--- src/logic/tcdist_pkg.sv ---
// Constants, register layout and carrier types of the bonded transmit clock unit.
package tcdist_pkg;

    // ------------------------------------------------------------------
    // Register offsets (byte addresses on the register bus)
    // ------------------------------------------------------------------
    localparam logic [7:0] TCD_CTRL_OFS = 8'h00;
    localparam logic [7:0] TCD_LANE_MAP_OFS = 8'h04;
    localparam logic [7:0] TCD_STATUS_OFS = 8'h08;
    localparam logic [7:0] TCD_FREQ_PAR_OFS = 8'h0C;
    localparam logic [7:0] TCD_FREQ_FAB_OFS = 8'h10;

    // ------------------------------------------------------------------
    // Reset values and write masks
    // ------------------------------------------------------------------
    localparam logic [31:0] TCD_CTRL_RST = 32'h0000_0510;
    localparam logic [31:0] TCD_CTRL_WMASK = 32'h0000_0F7F;
    localparam logic [23:0] TCD_LANE_MAP_RST = 24'hFAC688;

    // ------------------------------------------------------------------
    // Bonding geometry
    // ------------------------------------------------------------------
    localparam int TCD_CH_PER_BLOCK = 4;
    localparam int TCD_NUM_CH = 8;
    localparam int TCD_LANE_W = 3;
    localparam logic [7:0] TCD_X4_MASK = 8'h0F;
    localparam logic [7:0] TCD_X8_MASK = 8'hFF;

    // ------------------------------------------------------------------
    // Fixed-rate clock figures in kHz
    // ------------------------------------------------------------------
    localparam logic [31:0] TCD_PCIE_G1_PAR_KHZ = 32'h0003_D090;
    localparam logic [31:0] TCD_PCIE_G2_PAR_KHZ = 32'h0007_A120;
    localparam logic [31:0] TCD_XAUI_PAR_KHZ = 32'h0004_C4B4;

    // ------------------------------------------------------------------
    // Functional modes
    // ------------------------------------------------------------------
    typedef enum logic [1:0] {
        TCD_PCIE_G1,
        TCD_PCIE_G2,
        TCD_XAUI,
        TCD_BASIC
    } tcdist_mode_type;

    // Control register layout.
    typedef struct packed {
        logic [19:0] rsvd_hi;
        logic [3:0] ratio;
        logic rsvd_lo;
        logic hard_ip;
        logic pll_sel;
        logic bsr;
        logic x8;
        tcdist_mode_type mode;
        logic run;
    } tcdist_ctrl_type;

    // Clock and pointer bundle delivered to one bonded channel.
    typedef struct packed {
        logic ser_en;
        logic par_en;
        logic enc_en;
        logic bsr_rd_en;
        logic bsr_wr_en;
        logic fifo_wr_en;
        logic fifo_rd_en;
        logic [2:0] wr_ptr;
        logic [2:0] rd_ptr;
    } tcdist_chan_type;

endpackage

--- src/logic/tcdist_pulse_div.sv ---
// Enable-pulse divider: one output pulse for every ratio input pulses.
module tcdist_pulse_div #(
    parameter int W = 4
) (
    input wire logic clock,
    input wire logic rst_n,
    input wire logic clear,
    input wire logic tick_in,
    input wire logic [W-1:0] ratio,
    output logic tick_out
);

    logic [W-1:0] count_r;
    logic [W-1:0] last;

    // A ratio of zero behaves as one, so the output never stalls.
    assign last = (ratio == '0) ? '0 : ratio - W'(1);

    // ------------------------------------------------------------------
    // Counter and registered output pulse
    // ------------------------------------------------------------------
    always_ff @(posedge clock or negedge rst_n)
    begin
        if (!rst_n)
        begin
            count_r <= '0;
            tick_out <= 1'b0;
        end
        else if (clear)
        begin
            count_r <= '0;
            tick_out <= 1'b0;
        end
        else if (tick_in)
        begin
            if (count_r >= last)
            begin
                count_r <= '0;
                tick_out <= 1'b1;
            end
            else
            begin
                count_r <= count_r + W'(1);
                tick_out <= 1'b0;
            end
        end
        else
        begin
            tick_out <= 1'b0;
        end
    end

endmodule

--- src/logic/tcdist_top.sv ---
// Bonded transmit clock distribution for x4 and x8 channel groups.
//
// The implementer's own choices: the AHB-Lite slave port and the address map.
module tcdist_top
    import tcdist_pkg::*;
#(
    parameter int NUM_BLOCKS = 2,
    parameter int PTR_W = 3,
    parameter int RD_LAG = 2
) (
    input wire logic clock,
    input wire logic rst_n,
    input wire logic hsel,
    input wire logic [31:0] haddr,
    input wire logic [1:0] htrans,
    input wire logic hwrite,
    input wire logic [2:0] hsize,
    input wire logic [31:0] hwdata,
    input wire logic hready,
    output logic hreadyout,
    output logic hresp,
    output logic [31:0] hrdata,
    input wire logic pll0_tick,
    input wire logic pll1_tick,
    output tcdist_chan_type [TCD_NUM_CH-1:0] chan_clk,
    output logic coreclk_en,
    output logic rx_bond_en,
    output logic bond_active
);

    // ------------------------------------------------------------------
    // Declarations
    // ------------------------------------------------------------------
    logic [31:0] ctrl_r;
    logic [23:0] lane_map_r;
    logic [31:0] hrdata_r;
    logic dp_valid_r;
    logic dp_write_r;
    logic dp_in_r;
    logic [7:0] dp_addr_r;
    logic rd_wait_r;
    logic ahb_take;
    logic wr_commit;
    tcdist_ctrl_type ctrl;
    logic [7:0] act_mask;
    logic [TCD_NUM_CH-1:0] lane_bad;
    logic err_mode;
    logic err_blocks;
    logic err_lane;
    logic err_rate;
    logic active;
    logic clear;
    logic src_tick;
    logic par_tick;
    logic half_r;
    logic fab_tick;
    logic [PTR_W-1:0] wr_ptr_r;
    logic [PTR_W-1:0] rd_ptr_r;
    logic [PTR_W-1:0] lag_r;
    logic rd_go;
    logic [31:0] par_khz;
    logic [31:0] fab_khz;
    logic [31:0] status;
    logic [31:0] rd_mux;
    logic active_r;
    logic rx_bond_r;

    assign ctrl = tcdist_ctrl_type'(ctrl_r);

    // ------------------------------------------------------------------
    // Register bus slave
    // ------------------------------------------------------------------

    // An address phase is accepted on a selected NONSEQ or SEQ transfer.
    assign ahb_take = hsel & htrans[1] & hready;

    // Writes complete with no wait; reads take one wait cycle.
    assign wr_commit = dp_valid_r & dp_write_r;
    assign hreadyout = ~rd_wait_r;
    assign hresp = 1'b0;
    assign hrdata = hrdata_r;

    // Address phase capture for the following data phase.
    always_ff @(posedge clock or negedge rst_n)
    begin
        if (!rst_n)
        begin
            dp_valid_r <= 1'b0;
            dp_write_r <= 1'b0;
            dp_in_r <= 1'b0;
            dp_addr_r <= 8'h00;
        end
        else if (hready)
        begin
            dp_valid_r <= ahb_take;
            dp_write_r <= hwrite;
            dp_in_r <= (haddr[31:8] == 24'h000000);
            dp_addr_r <= haddr[7:0];
        end
    end

    // Read wait state and read data register.
    always_ff @(posedge clock or negedge rst_n)
    begin
        if (!rst_n)
        begin
            rd_wait_r <= 1'b0;
            hrdata_r <= 32'h0000_0000;
        end
        else if (rd_wait_r)
        begin
            rd_wait_r <= 1'b0;
            hrdata_r <= rd_mux;
        end
        else
        begin
            rd_wait_r <= ahb_take & ~hwrite;
        end
    end

    // Software-written control and lane placement registers.
    always_ff @(posedge clock or negedge rst_n)
    begin
        if (!rst_n)
        begin
            ctrl_r <= TCD_CTRL_RST;
            lane_map_r <= TCD_LANE_MAP_RST;
        end
        else if (wr_commit && dp_in_r)
        begin
            if (dp_addr_r == TCD_CTRL_OFS)
            begin
                ctrl_r <= hwdata & TCD_CTRL_WMASK;
            end
            if (dp_addr_r == TCD_LANE_MAP_OFS)
            begin
                lane_map_r <= hwdata[23:0];
            end
        end
    end

    // Read multiplexer; unmapped addresses read as zero.
    always_comb
    begin
        rd_mux = 32'h0000_0000;
        if (dp_in_r)
        begin
            unique case (dp_addr_r)
                TCD_CTRL_OFS: rd_mux = ctrl_r;
                TCD_LANE_MAP_OFS: rd_mux = {8'h00, lane_map_r};
                TCD_STATUS_OFS: rd_mux = status;
                TCD_FREQ_PAR_OFS: rd_mux = par_khz;
                TCD_FREQ_FAB_OFS: rd_mux = fab_khz;
                default: rd_mux = 32'h0000_0000;
            endcase
        end
    end

    // ------------------------------------------------------------------
    // Configuration checks
    // ------------------------------------------------------------------

    // Bonded channel set: one block for x4, master plus slave for x8.
    assign act_mask = ctrl.x8 ? TCD_X8_MASK : TCD_X4_MASK;

    // Wide bonding is legal only in PCIe and Basic modes.
    assign err_mode = ctrl.x8 & (ctrl.mode == TCD_XAUI);

    // Wide bonding needs a second block on the same side.
    assign err_blocks = ctrl.x8 & (NUM_BLOCKS < 2);

    // Every bonded logical lane must land on the same-numbered channel.
    genvar g;
    generate
        for (g = 0; g < TCD_NUM_CH; g++)
        begin : g_lane
            assign lane_bad[g] = act_mask[g]
                & (lane_map_r[g*TCD_LANE_W +: TCD_LANE_W]
                   != TCD_LANE_W'(g));
        end
    endgenerate
    assign err_lane = |lane_bad;

    // Without the byte serializer only Gen1 (with the hard block, or x8)
    // and Basic reach the fabric at the full parallel rate.
    assign err_rate = ~ctrl.bsr
        & ((ctrl.mode == TCD_PCIE_G2) | (ctrl.mode == TCD_XAUI)
           | ((ctrl.mode == TCD_PCIE_G1) & ~ctrl.hard_ip
              & ~ctrl.x8));

    // Distribution runs only with a clean configuration.
    assign active = ctrl.run & ~(err_mode | err_blocks | err_lane | err_rate);

    // Divider, halver and pointers are all held cleared together.
    assign clear = ~active;

    // ------------------------------------------------------------------
    // Clock generation
    // ------------------------------------------------------------------

    // Half-rate clock from the selected synthesizer PLL.
    assign src_tick = active
        & (ctrl.pll_sel ? pll1_tick : pll0_tick);

    // Shared divider in the primary clock unit makes the parallel clock.
    tcdist_pulse_div #(
        .W(4)
    ) u_primary_clock_unit_div (
        .clock(clock),
        .rst_n(rst_n),
        .clear(clear),
        .tick_in(src_tick),
        .ratio(ctrl.ratio),
        .tick_out(par_tick)
    );

    // Divide-by-two stage; its phase restarts with the pointers.
    always_ff @(posedge clock or negedge rst_n)
    begin
        if (!rst_n)
        begin
            half_r <= 1'b0;
        end
        else if (clear)
        begin
            half_r <= 1'b0;
        end
        else if (par_tick)
        begin
            half_r <= ~half_r;
        end
    end

    // Fabric interface clock: halved with byte serializer, else direct.
    assign fab_tick = ctrl.bsr
        ? (par_tick & half_r)
        : par_tick;

    // ------------------------------------------------------------------
    // Shared phase-compensation FIFO pointers
    // ------------------------------------------------------------------

    // Write pointer advances on each fabric clock.
    always_ff @(posedge clock or negedge rst_n)
    begin
        if (!rst_n)
        begin
            wr_ptr_r <= '0;
        end
        else if (clear)
        begin
            wr_ptr_r <= '0;
        end
        else if (fab_tick)
        begin
            wr_ptr_r <= wr_ptr_r + PTR_W'(1);
        end
    end

    // Reading starts a fixed number of fabric clocks after writing.
    assign rd_go = fab_tick & (lag_r == PTR_W'(RD_LAG));

    // Start-up lag counter and read pointer.
    always_ff @(posedge clock or negedge rst_n)
    begin
        if (!rst_n)
        begin
            lag_r <= '0;
            rd_ptr_r <= '0;
        end
        else if (clear)
        begin
            lag_r <= '0;
            rd_ptr_r <= '0;
        end
        else if (fab_tick)
        begin
            if (lag_r != PTR_W'(RD_LAG))
            begin
                lag_r <= lag_r + PTR_W'(1);
            end
            if (rd_go)
            begin
                rd_ptr_r <= rd_ptr_r + PTR_W'(1);
            end
        end
    end

    // ------------------------------------------------------------------
    // Per-channel distribution
    // ------------------------------------------------------------------

    // Every bonded channel receives the same registered bundle, so the
    // only skew left is routing; unbonded channels stay quiet.
    generate
        for (g = 0; g < TCD_NUM_CH; g++)
        begin : g_chan
            always_ff @(posedge clock or negedge rst_n)
            begin
                if (!rst_n)
                begin
                    chan_clk[g] <= '0;
                end
                else if (act_mask[g] && active)
                begin
                    chan_clk[g].ser_en <= src_tick;
                    chan_clk[g].par_en <= par_tick;
                    chan_clk[g].enc_en <= par_tick;
                    chan_clk[g].bsr_rd_en <= par_tick & ctrl.bsr;
                    chan_clk[g].bsr_wr_en <= fab_tick & ctrl.bsr;
                    chan_clk[g].fifo_wr_en <= fab_tick;
                    chan_clk[g].fifo_rd_en <= rd_go;
                    chan_clk[g].wr_ptr <= 3'(wr_ptr_r);
                    chan_clk[g].rd_ptr <= 3'(rd_ptr_r);
                end
                else
                begin
                    chan_clk[g] <= '0;
                end
            end
        end
    endgenerate

    // Exported fabric clock enable, receive bonding and run state.
    always_ff @(posedge clock or negedge rst_n)
    begin
        if (!rst_n)
        begin
            coreclk_en <= 1'b0;
            rx_bond_r <= 1'b0;
            active_r <= 1'b0;
        end
        else
        begin
            // Gated like the channel bundle so a stop never leaves a
            // stray fabric tick behind the last channel tick.
            coreclk_en <= fab_tick & active;
            rx_bond_r <= active & (ctrl.mode != TCD_BASIC);
            active_r <= active;
        end
    end

    assign rx_bond_en = rx_bond_r;
    assign bond_active = active_r;

    // ------------------------------------------------------------------
    // Rate report and status
    // ------------------------------------------------------------------

    // Nominal parallel and fabric rates; Basic runs at a variable rate
    // and reports zero; the fabric rate also reads zero when the rate check fails.
    always_comb
    begin
        par_khz = 32'h0000_0000;
        unique case (ctrl.mode)
            TCD_PCIE_G1: par_khz = TCD_PCIE_G1_PAR_KHZ;
            TCD_PCIE_G2: par_khz = TCD_PCIE_G2_PAR_KHZ;
            TCD_XAUI: par_khz = TCD_XAUI_PAR_KHZ;
            TCD_BASIC: par_khz = 32'h0000_0000;
        endcase
        if (err_rate)
        begin
            fab_khz = 32'h0000_0000;
        end
        else if (ctrl.bsr)
        begin
            fab_khz = {1'b0, par_khz[31:1]};
        end
        else
        begin
            fab_khz = par_khz;
        end
    end

    // Status word showing live state of the distribution.
    assign status = {
        6'h00,
        5'(rd_ptr_r),
        5'(wr_ptr_r),
        act_mask,
        1'b0,
        half_r,
        rx_bond_r,
        err_rate,
        err_lane,
        err_blocks,
        err_mode,
        active_r
    };

    // Transfer size and data-phase width are fixed at one word.
    logic unused_ok;
    assign unused_ok = ^hsize;

endmodule

--- config.mk ---
export PLATFORM = sky130hd
export DESIGN_NAME = tcdist_top
export DESIGN_NICKNAME = d
export VERILOG_FILES = /design/src/logic/tcdist_pkg.sv /design/src/logic/tcdist_pulse_div.sv /design/src/logic/tcdist_top.sv
export SDC_FILE = /design/constraint.sdc
export NUM_CORES = 1
export LEC_CHECK = 0
export ABC_CLOCK_PERIOD_IN_PS = 5600
export BUFFER_PORTS_ARGS = -buffer_cell sky130_fd_sc_hd__buf_2
export CAP_MARGIN = 10
export CORE_ASPECT_RATIO = 1.75
export CORE_MARGIN = 5
export CORE_UTILIZATION = 35
export CTS_CLUSTER_SIZE = 40
export DETAILED_ROUTE_END_ITERATION = 6
export GPL_ROUTABILITY_DRIVEN = 0
export SYNTH_ARGS = -nofsm -noshare
export SYNTH_HDL_FRONTEND = slang
export SYNTH_SLANG_ARGS = --single-unit
--- constraint.sdc ---
create_clock -name clock -period 5.6 [get_ports clock]
set_input_delay 0.28 -clock clock [delete_from_list [all_inputs] [get_ports clock]]
set_output_delay 0.28 -clock clock [all_outputs]
set_load 0.02 [all_outputs]
==> impl_metrics.tcl, run 1 <==
set metrics [dict create \
    synth.distinct_cells 69 \
    ant_nets 0 \
    finalCritPeriodShare_pct 50.60 \
    synth_edf_count 0 \
    antenna_found_initial 2 \
    ys_ff_latch 112 \
    pin_count 217 \
    syn_area_sq_mm 0.006012 \
    min_path_type "in -> reg" \
    path_clk_slew_ps 80 \
    die_y_um 183.4 \
    clockBufferDepth 2 \
    tightest_slew_ps 954.8 \
    h-tree-depth 3 \
    grt_usage_pct 15.86 \
    dieArea_sq_mm 0.02000 \
    hold_depth 2 \
    ctsResizeCount 0 \
    peakVddDrop_v 0.0001338 \
    cp.arrival_ps 3060 \
    drt_iter0_drc 248 \
    placed_area_sq_mm 0.006529 \
    ys_seq_area_share_pct 46.93 \
    drive_gt1_share_pct 41.00 \
    clk-insertion-delay-late_ps 350 \
    drt-pass1-iter-count 5 \
    status "complete, no violations" \
    drt-total-wl_um 15940 \
    maxSlewHeadroom_pct 36.34 \
    worstSetupPathType "reg -> reg" \
    r2r_cells 4 \
    fin_worst_skew_ps 11.93 \
    hold_end "rd_wait_r$_DFF_PN0_" \
    regToRegStartpoint "dp_addr_r[3]$_DFFE_PN0P_" \
    crit_path_max_incr_delay_ps 740 \
    grt_pass1_vias 4572 \
    fin_ws_ps 2766 \
    drv_slew 0 \
    synth_cells 572 \
    numPortBuffers 195 \
    grt_overflow 0 \
    grt_max_degree 71 \
    fin_crit_ps 2834 \
    final_area_sq_mm 0.006824 \
    dp_hpwl_um 12360 \
    core_region_area_sq_mm 0.01695 \
    setup_viol 0 \
    cts.sinks 112 \
    critPathLaunchType "register" \
    worst_setup_path_end_kind "register" \
    fillers 1699 \
    numCtsBuffers 9 \
    cp.required_ps 5830 \
    rsz0062_at_grt "false" \
    async_flop_share_pct 100.0 \
    fin_tns_setup_ps 0 \
    die_w_um 109.1 \
    via_per_inst 5.030 \
    synth_area_leaders "dfrtp_1 40%, buf_4 12%, mux2_2 7.1%" \
    drc 0 \
    layout.nets 769 \
    fmax_mhz 352.9 \
    crit_slowest_cell "dfrtp_1" \
    cts_setup_buffers 0 \
    r2r_slack_ps 2770 \
    drt-wirelength-per-cell_um 17.48 \
    tritoncts "done" \
    post-place-ws_ps 2808 \
    hold_viol 0 \
    root_buffer "clkbuf_16" \
    critPathMaxFanout 28 \
    hold_start "hwrite" \
    grt_pass1_wl_um 24250 \
    cp_cell_sequence "nor3_1 -> nand4_1 -> nor2_2 -> mux2_2" \
    netlist.area_leader.share_pct 40.37 \
    num_vias 4587 \
    cellLeakagePower_nw 3.397 \
    synth.avg_cell_area_sq_um 10.51 \
    r2r_end "ctrl[3]$_DFFE_PN0P_" \
    whs_ps 94.20 \
    synth_ff_type "dfrtp_1" \
    drv_cap 0 \
    synth_top_area_cell "dfrtp_1" \
    powerDensity_mw_per_mm2 226.5 \
    initial_core_util_pct 35.47 \
    yosysWarnings 0 \
    rows 63 \
    syn2layout_area_growth_pct 13.51 \
]
==> how the worst max path moves through the flow <==
stage / from / end / cells past startpoint / slack (ps)
2_1_floorplan: ctrl[9]$_DFFE_PN0P_ / u_primary_clock_unit_div.count_r[3]$_DFFE_PN0P_ / 9 / 3530
4_1_cts: dp_addr_r[3]$_DFFE_PN0P_ / ctrl[3]$_DFFE_PN0P_ / 4 / 2770
3_3_place_gp: dp_addr_r[3]$_DFFE_PN0P_ / ctrl[5]$_DFFE_PN0P_ / 4 / 2820
6_report: dp_addr_r[3]$_DFFE_PN0P_ / ctrl[3]$_DFFE_PN0P_ / 4 / 2770
3_5_place_dp: dp_addr_r[3]$_DFFE_PN0P_ / ctrl[6]$_DFFE_PN0P_ / 4 / 2810
5_1_grt: dp_addr_r[3]$_DFFE_PN0P_ / ctrl[3]$_DFFE_PN0P_ / 4 / 2630
==> layer usage <==
metal | share of wire [%] | global-route usage, %
met1 | 35 | 16.94
met2 | 54 | 28.71
met3 | 7.1 | 2.959
met4 | 4.0 | 8.696
met5 | 0 | 0
==> repair_timing <==
item / in CTS / in global routing
endpoints found under the setup margin: 0 / 0
hold buffers: 1 / 0
hold endpoints to repair: 34 / 0
==> cells in the mapped netlist, drive strengths merged, types with 4 or more instances <==
| master | number |
|---|---|
| nand2 | 32 |
| o21ai | 17 |
| mux2i | 4 |
| xnor2 | 6 |
| dfstp | 15 |
| mux2 | 41 |
| nand3 | 14 |
| a21oi | 18 |
| buf | 104 |
| nor4 | 4 |
| or3 | 4 |
| o211ai | 4 |
| dfrtp | 97 |
| a22oi | 8 |
| clkbuf | 8 |
| ha | 15 |
| nand4 | 7 |
| nor3 | 13 |
| and2 | 6 |
| a32oi | 5 |
| o2bb2ai | 5 |
| nand3b | 4 |
| inv | 22 |
| nor2 | 53 |
| nor3b | 6 |
| o221ai | 4 |
| nor4b | 6 |
| or2 | 4 |
==> placed cells by master (no fill, tap or decap), types with 4 or more instances in the layout <==
cell and instances:
nor4_1 4, conb_1 9, and2_1 6, a22oi_1 8
clkbuf_16 9, o21ai_0 14, buf_2 194, a32oi_1 5
nand4_1 7, dfrtp_1 97, xnor2_1 6, dfstp_2 15
nor2_1 51, mux2i_1 4, inv_1 21, or2_2 4
nor3_1 12, o221ai_1 4, a21oi_1 18, nor4b_1 5
mux2_2 38, ha_1 15, nand3b_1 4, nand3_1 14
buf_4 4, nand2_1 32, o2bb2ai_1 4, o211ai_1 4
==> per-stage QoR <==
stage,std cells,utilization (%),total power [mW]
after floorplan,580,-,0.8989
after global placement,893,38.52,0.9413
after detailed placement,893,38.52,0.9430
after CTS,910,40.24,1.567
after global routing,912,40.27,1.613
final,912,40.27,1.546
==> cells by family (layout without fill, tap and decap cells) <==
group                    Yosys count  after routing  synth area share, %
flip-flops                       112            112                46.93
buffers and inverters            134            237                14.65
multiplexers                      45             45                8.345
XOR/XNOR                           7              7                1.020
adder cells (fa/ha/maj)           15             15                3.122
AND/OR/NAND/NOR                  166            166                15.09
other                              1             11              0.06238
AO/OA/AOI/OAI                     92             92                10.78
==> critical path, delay by kind of cell, from the launching register on <==
kind	cells	cell delay [ps]
flops	1	740
mux	1	410
simple gates	3	1550
==> report_power, final <==
part	internal [mW]	switching (mW)	total [mW]
clock	0.312	0.307	0.619
sequential	0.817	0.0198	0.837
combinational	0.0375	0.0527	0.0902
==> area by class of cell <==
class,count,area [sq um],area share (%)
timing repair buffer,199,1011,14.81
sequential,112,2821,41.35
tap,227,284.0,4.162
antenna,2,5.005,0.07334
clock inverter,5,47.55,0.6967
clock buffer,11,232.7,3.410
multi-input combinational,334,2340,34.29
inverter,22,82.58,1.210
==> registers in the layout (all words and copies together), names as in the netlist <==
register	cells
dp_addr_r	8
rd_ptr_r	3
u_primary_clock_unit_div.tick_out	1
lag_r	3
lane_map_r	24
hrdata	24
rx_bond_en	1
chan_clk	24
half_r	1
dp_in_r	1
u_primary_clock_unit_div.count_r	4
wr_ptr_r	3
ctrl	11
rd_wait_r	1
dp_valid_r	1
bond_active	1
dp_write_r	1
(Power assumes the default switching activity.)
==> inputs of run 2 (changes only) <==
ABC_AREA = 1   (was default)
ABC_CLOCK_PERIOD_IN_PS = 2700   (was 5600)
clock period = 2.7 ns   (was 5.6 ns; I/O delays follow)
==> run 2 against run 1 <==
Global-route usage fell by 1.2 points. Non-clock buffer count rose by 14. Sequential share of layout area fell by 2.8 points. Power rose by 110%. Final area rose by 7.2%. Count of clock-buffer cells in the layout fell by 1. First-iteration DRC count fell by 13%. Via count rose by 9.8%. Clock power rose by 110%. Maximum frequency rose by 37%. Setup slack got worse by 2100 ps.
==> impl_metrics.tcl, run 2 <==
set metrics [dict create \
    synth_cells 777 \
    h-tree-depth 3 \
    rsz0062_at_grt "false" \
    drive_gt1_share_pct 31.49 \
    placed_area_sq_mm 0.006914 \
    die_y_um 188.9 \
    ys_seq_area_share_pct 44.10 \
    tightest_slew_ps 636.0 \
    final_common_cell "nand2_1" \
    ys_ff_latch 112 \
    hold_end "lane_map_r[15]$_DFFE_PN1P_" \
    antenna_found_initial 0 \
    synth_edf_count 0 \
    crit_path_max_incr_delay_ps 420 \
    instances_no_fill 1136 \
    fmax_mhz 484.5 \
    p_int_mw 2.417 \
    r2r_end "u_primary_clock_unit_div.count_r[0]$_DFFE_PN0P_" \
    synth_ff_type "dfrtp_1" \
    dieArea_sq_mm 0.02119 \
    numCtsBuffers 9 \
    setup_viol 0 \
    async_flop_share_pct 100.0 \
    layout.nets 988 \
    fillers 1903 \
    ctsResizeCount 0 \
    yosysWarnings 0 \
    met2_usage_pct 28.18 \
    syn2layout_area_growth_pct 14.34 \
    num_vias 5036 \
    r2r_cells 12 \
    via_per_inst 4.433 \
    final_cell_mix "219 x nand2_1, 194 x buf_2, 97 x dfrtp_1, 75 x inv_1, 61 x nor2_1" \
    die_w_um 112.2 \
    status "complete, no violations" \
    drv_cap 0 \
    netlist.area_leader.share_pct 37.94 \
    grt_pass1_wl_um 24760 \
    worst_setup_path_end_kind "register" \
    drt-wirelength-per-cell_um 13.72 \
    powerDensity_mw_per_mm2 437.8 \
    core_region_area_sq_mm 0.01805 \
    initial_core_util_pct 35.43 \
    drt_iter0_drc 216 \
    synth.avg_cell_area_sq_um 8.233 \
    syn_area_sq_mm 0.006397 \
    grt_overflow 0 \
    r2r_slack_ps 640 \
    crit_slowest_cell "dfrtp_1" \
    drc 0 \
    dp.cells 1108 \
    diodes 0 \
    path_clk_slew_ps 80 \
    switchingPower_uw 784.9 \
    pin_count 217 \
    synth.most_common_cell "nand2_1" \
    maxSlewHeadroom_pct 57.15 \
    critPathMaxFanout 5 \
    combPwrFrac_pct 6.7 \
    drt-pass1-iter-count 4 \
    root_buffer "clkbuf_16" \
    use_met3_pct 2.398 \
    clockBufferDepth 2 \
    critPathLaunchType "register" \
    hold_viol 0 \
    grt_max_degree 51 \
    numPortBuffers 195 \
    cp_cell_sequence "nor2_1 -> inv_1 -> a21oi_1 -> a21oi_1 -> ha_1 -> inv_1 -> nor2_1 -> o21ai_0 -> nand3_1 -> nor2_1 -> nand4_1 -> nand2_1" \
    regToRegStartpoint "ctrl[9]$_DFFE_PN0P_" \
    p_clk_share_pct 39.8 \
    hold_depth 3 \
    cellLeakagePower_nw 4.395 \
    tritoncts "done" \
    rows 65 \
    ant_nets 0 \
    synth_top_area_cell "dfrtp_1" \
    peakVddDrop_v 0.0002643 \
    cts.sinks 112 \
    synth.distinct_cells 44 \
    power_frac_seq_pct 53.5 \
    finalCritPeriodShare_pct 76.45 \
    hold_start "hwdata[15]" \
    clk-insertion-delay-late_ps 360 \
    ys_top_cells_by_count "219 x nand2_1, 97 x dfrtp_1, 93 x buf_4" \
    fin_crit_ps 2064 \
    min_path_type "in -> reg" \
    drv_slew 0 \
    synth_area_leaders "dfrtp_1 38%, nand2_1 13%, buf_4 11%" \
    fin_worst_skew_ps 14.49 \
    p_sw_share_pct 24.51 \
    grt_usage_pct 14.65 \
    dp_hpwl_um 12360 \
    grt_pass1_vias 4931 \
    drt-total-wl_um 15580 \
    met1_usage_pct 15.00 \
    worstSetupPathType "reg -> reg" \
    final_area_sq_mm 0.007315 \
    fin_tns_setup_ps 0 \
    grt.busiest_layer "met2" \
    cp_common_cell "nor2_1" \
    cp.required_ps 2990 \
    cp.arrival_ps 2360 \
]
run 2: cell count changes after synthesis, sizes merged, moves of 6 or more:
cell,previous run,this run
nor3b,6,0
nor2,53,73
nand4,7,22
nand2,32,226
a22oi,8,0
nor4b,6,0
inv,22,81
and2,6,0
nand3,14,36
o21ai,17,41
mux2,41,0
run 2: logic make-up (layout without fill, tap and decap cells):
family	Yosys count	after routing	synth area share [%]
AOI/OAI and AO/OA	63	63	5.906
other	1	9	0.05862
xor gates and xnor gates	6	6	0.8214
muxes	1	1	0.1565
and+or+nand+nor	383	383	27.79
DFF	112	112	44.10
adders and majority gates	15	15	2.934
buffers and inverters	196	313	18.23
run 2: layout make-up:
class,instances,area [sq um],share of cell area (%)
tap,234,292.8,4.003
clock buffer,10,229.0,3.130
timing repair buffer,213,1156,15.81
inverter,84,324.1,4.430
clock inverter,6,51.30,0.7013
multi-input combinational,477,2440,33.36
sequential,112,2821,38.57
run 2: per-stage QoR:
stage,total power [mW],hold slack [ps],worst slack (ps),utilization [%]
after floorplan,1.854,-160.6,963.3,-
after global placement,1.948,115.0,709.9,38.30
after detailed placement,1.952,116.5,678.6,38.30
after CTS,3.246,4.388,661.9,40.51
after global routing,3.341,15.41,477.7,40.51
final,3.202,9.194,635.9,40.51
run 2: worst max path at each step:
stage / from / end / slack [ps] / cells past startpoint
floorplan: ctrl[9]$_DFFE_PN0P_ / u_primary_clock_unit_div.count_r[0]$_DFFE_PN0P_ / 960 / 12
global placement: lane_map_r[10]$_DFFE_PN1P_ / u_primary_clock_unit_div.tick_out$_DFF_PN0_ / 710 / 10
detailed placement: lane_map_r[10]$_DFFE_PN1P_ / u_primary_clock_unit_div.tick_out$_DFF_PN0_ / 680 / 10
CTS: lane_map_r[10]$_DFFE_PN1P_ / u_primary_clock_unit_div.tick_out$_DFF_PN0_ / 660 / 10
global route: ctrl[9]$_DFFE_PN0P_ / u_primary_clock_unit_div.count_r[1]$_DFFE_PN0P_ / 480 / 12
finish: ctrl[9]$_DFFE_PN0P_ / u_primary_clock_unit_div.count_r[0]$_DFFE_PN0P_ / 640 / 12
run 2: critical path: cells and delay by family, from the launching register on:
family                     cells  cell delay [ps]
buffers and inverters          2              140
adders and majority gates      1              310
AOI/OAI and AO/OA              3              370
and+or+nand+nor                6              750
DFF                            1              420
run 2: timing repair:
action | 4_1_cts | 5_1_grt
hold buffers | 12 | 0
buffers inserted | 0 | 0
endpoints found under the setup margin | 0 | 0
hold endpoints to repair | 38 | 0
run 2: power by group through the flow:
stage / sequential, mW / clock, mW / combinational [mW]
detailed placement: 1.74 / 0 / 0.207
global route: 1.72 / 1.38 / 0.247
floorplan: 1.74 / 0 / 0.111
CTS: 1.71 / 1.31 / 0.220
global placement: 1.74 / 0 / 0.205
finish: 1.71 / 1.27 / 0.216
run 2: per-layer routing:
layer	share of wire, %	wire length (um)
met5	0	0
met4	2.8	435
met3	5.6	879
met2	55	8568
met1	37	5698
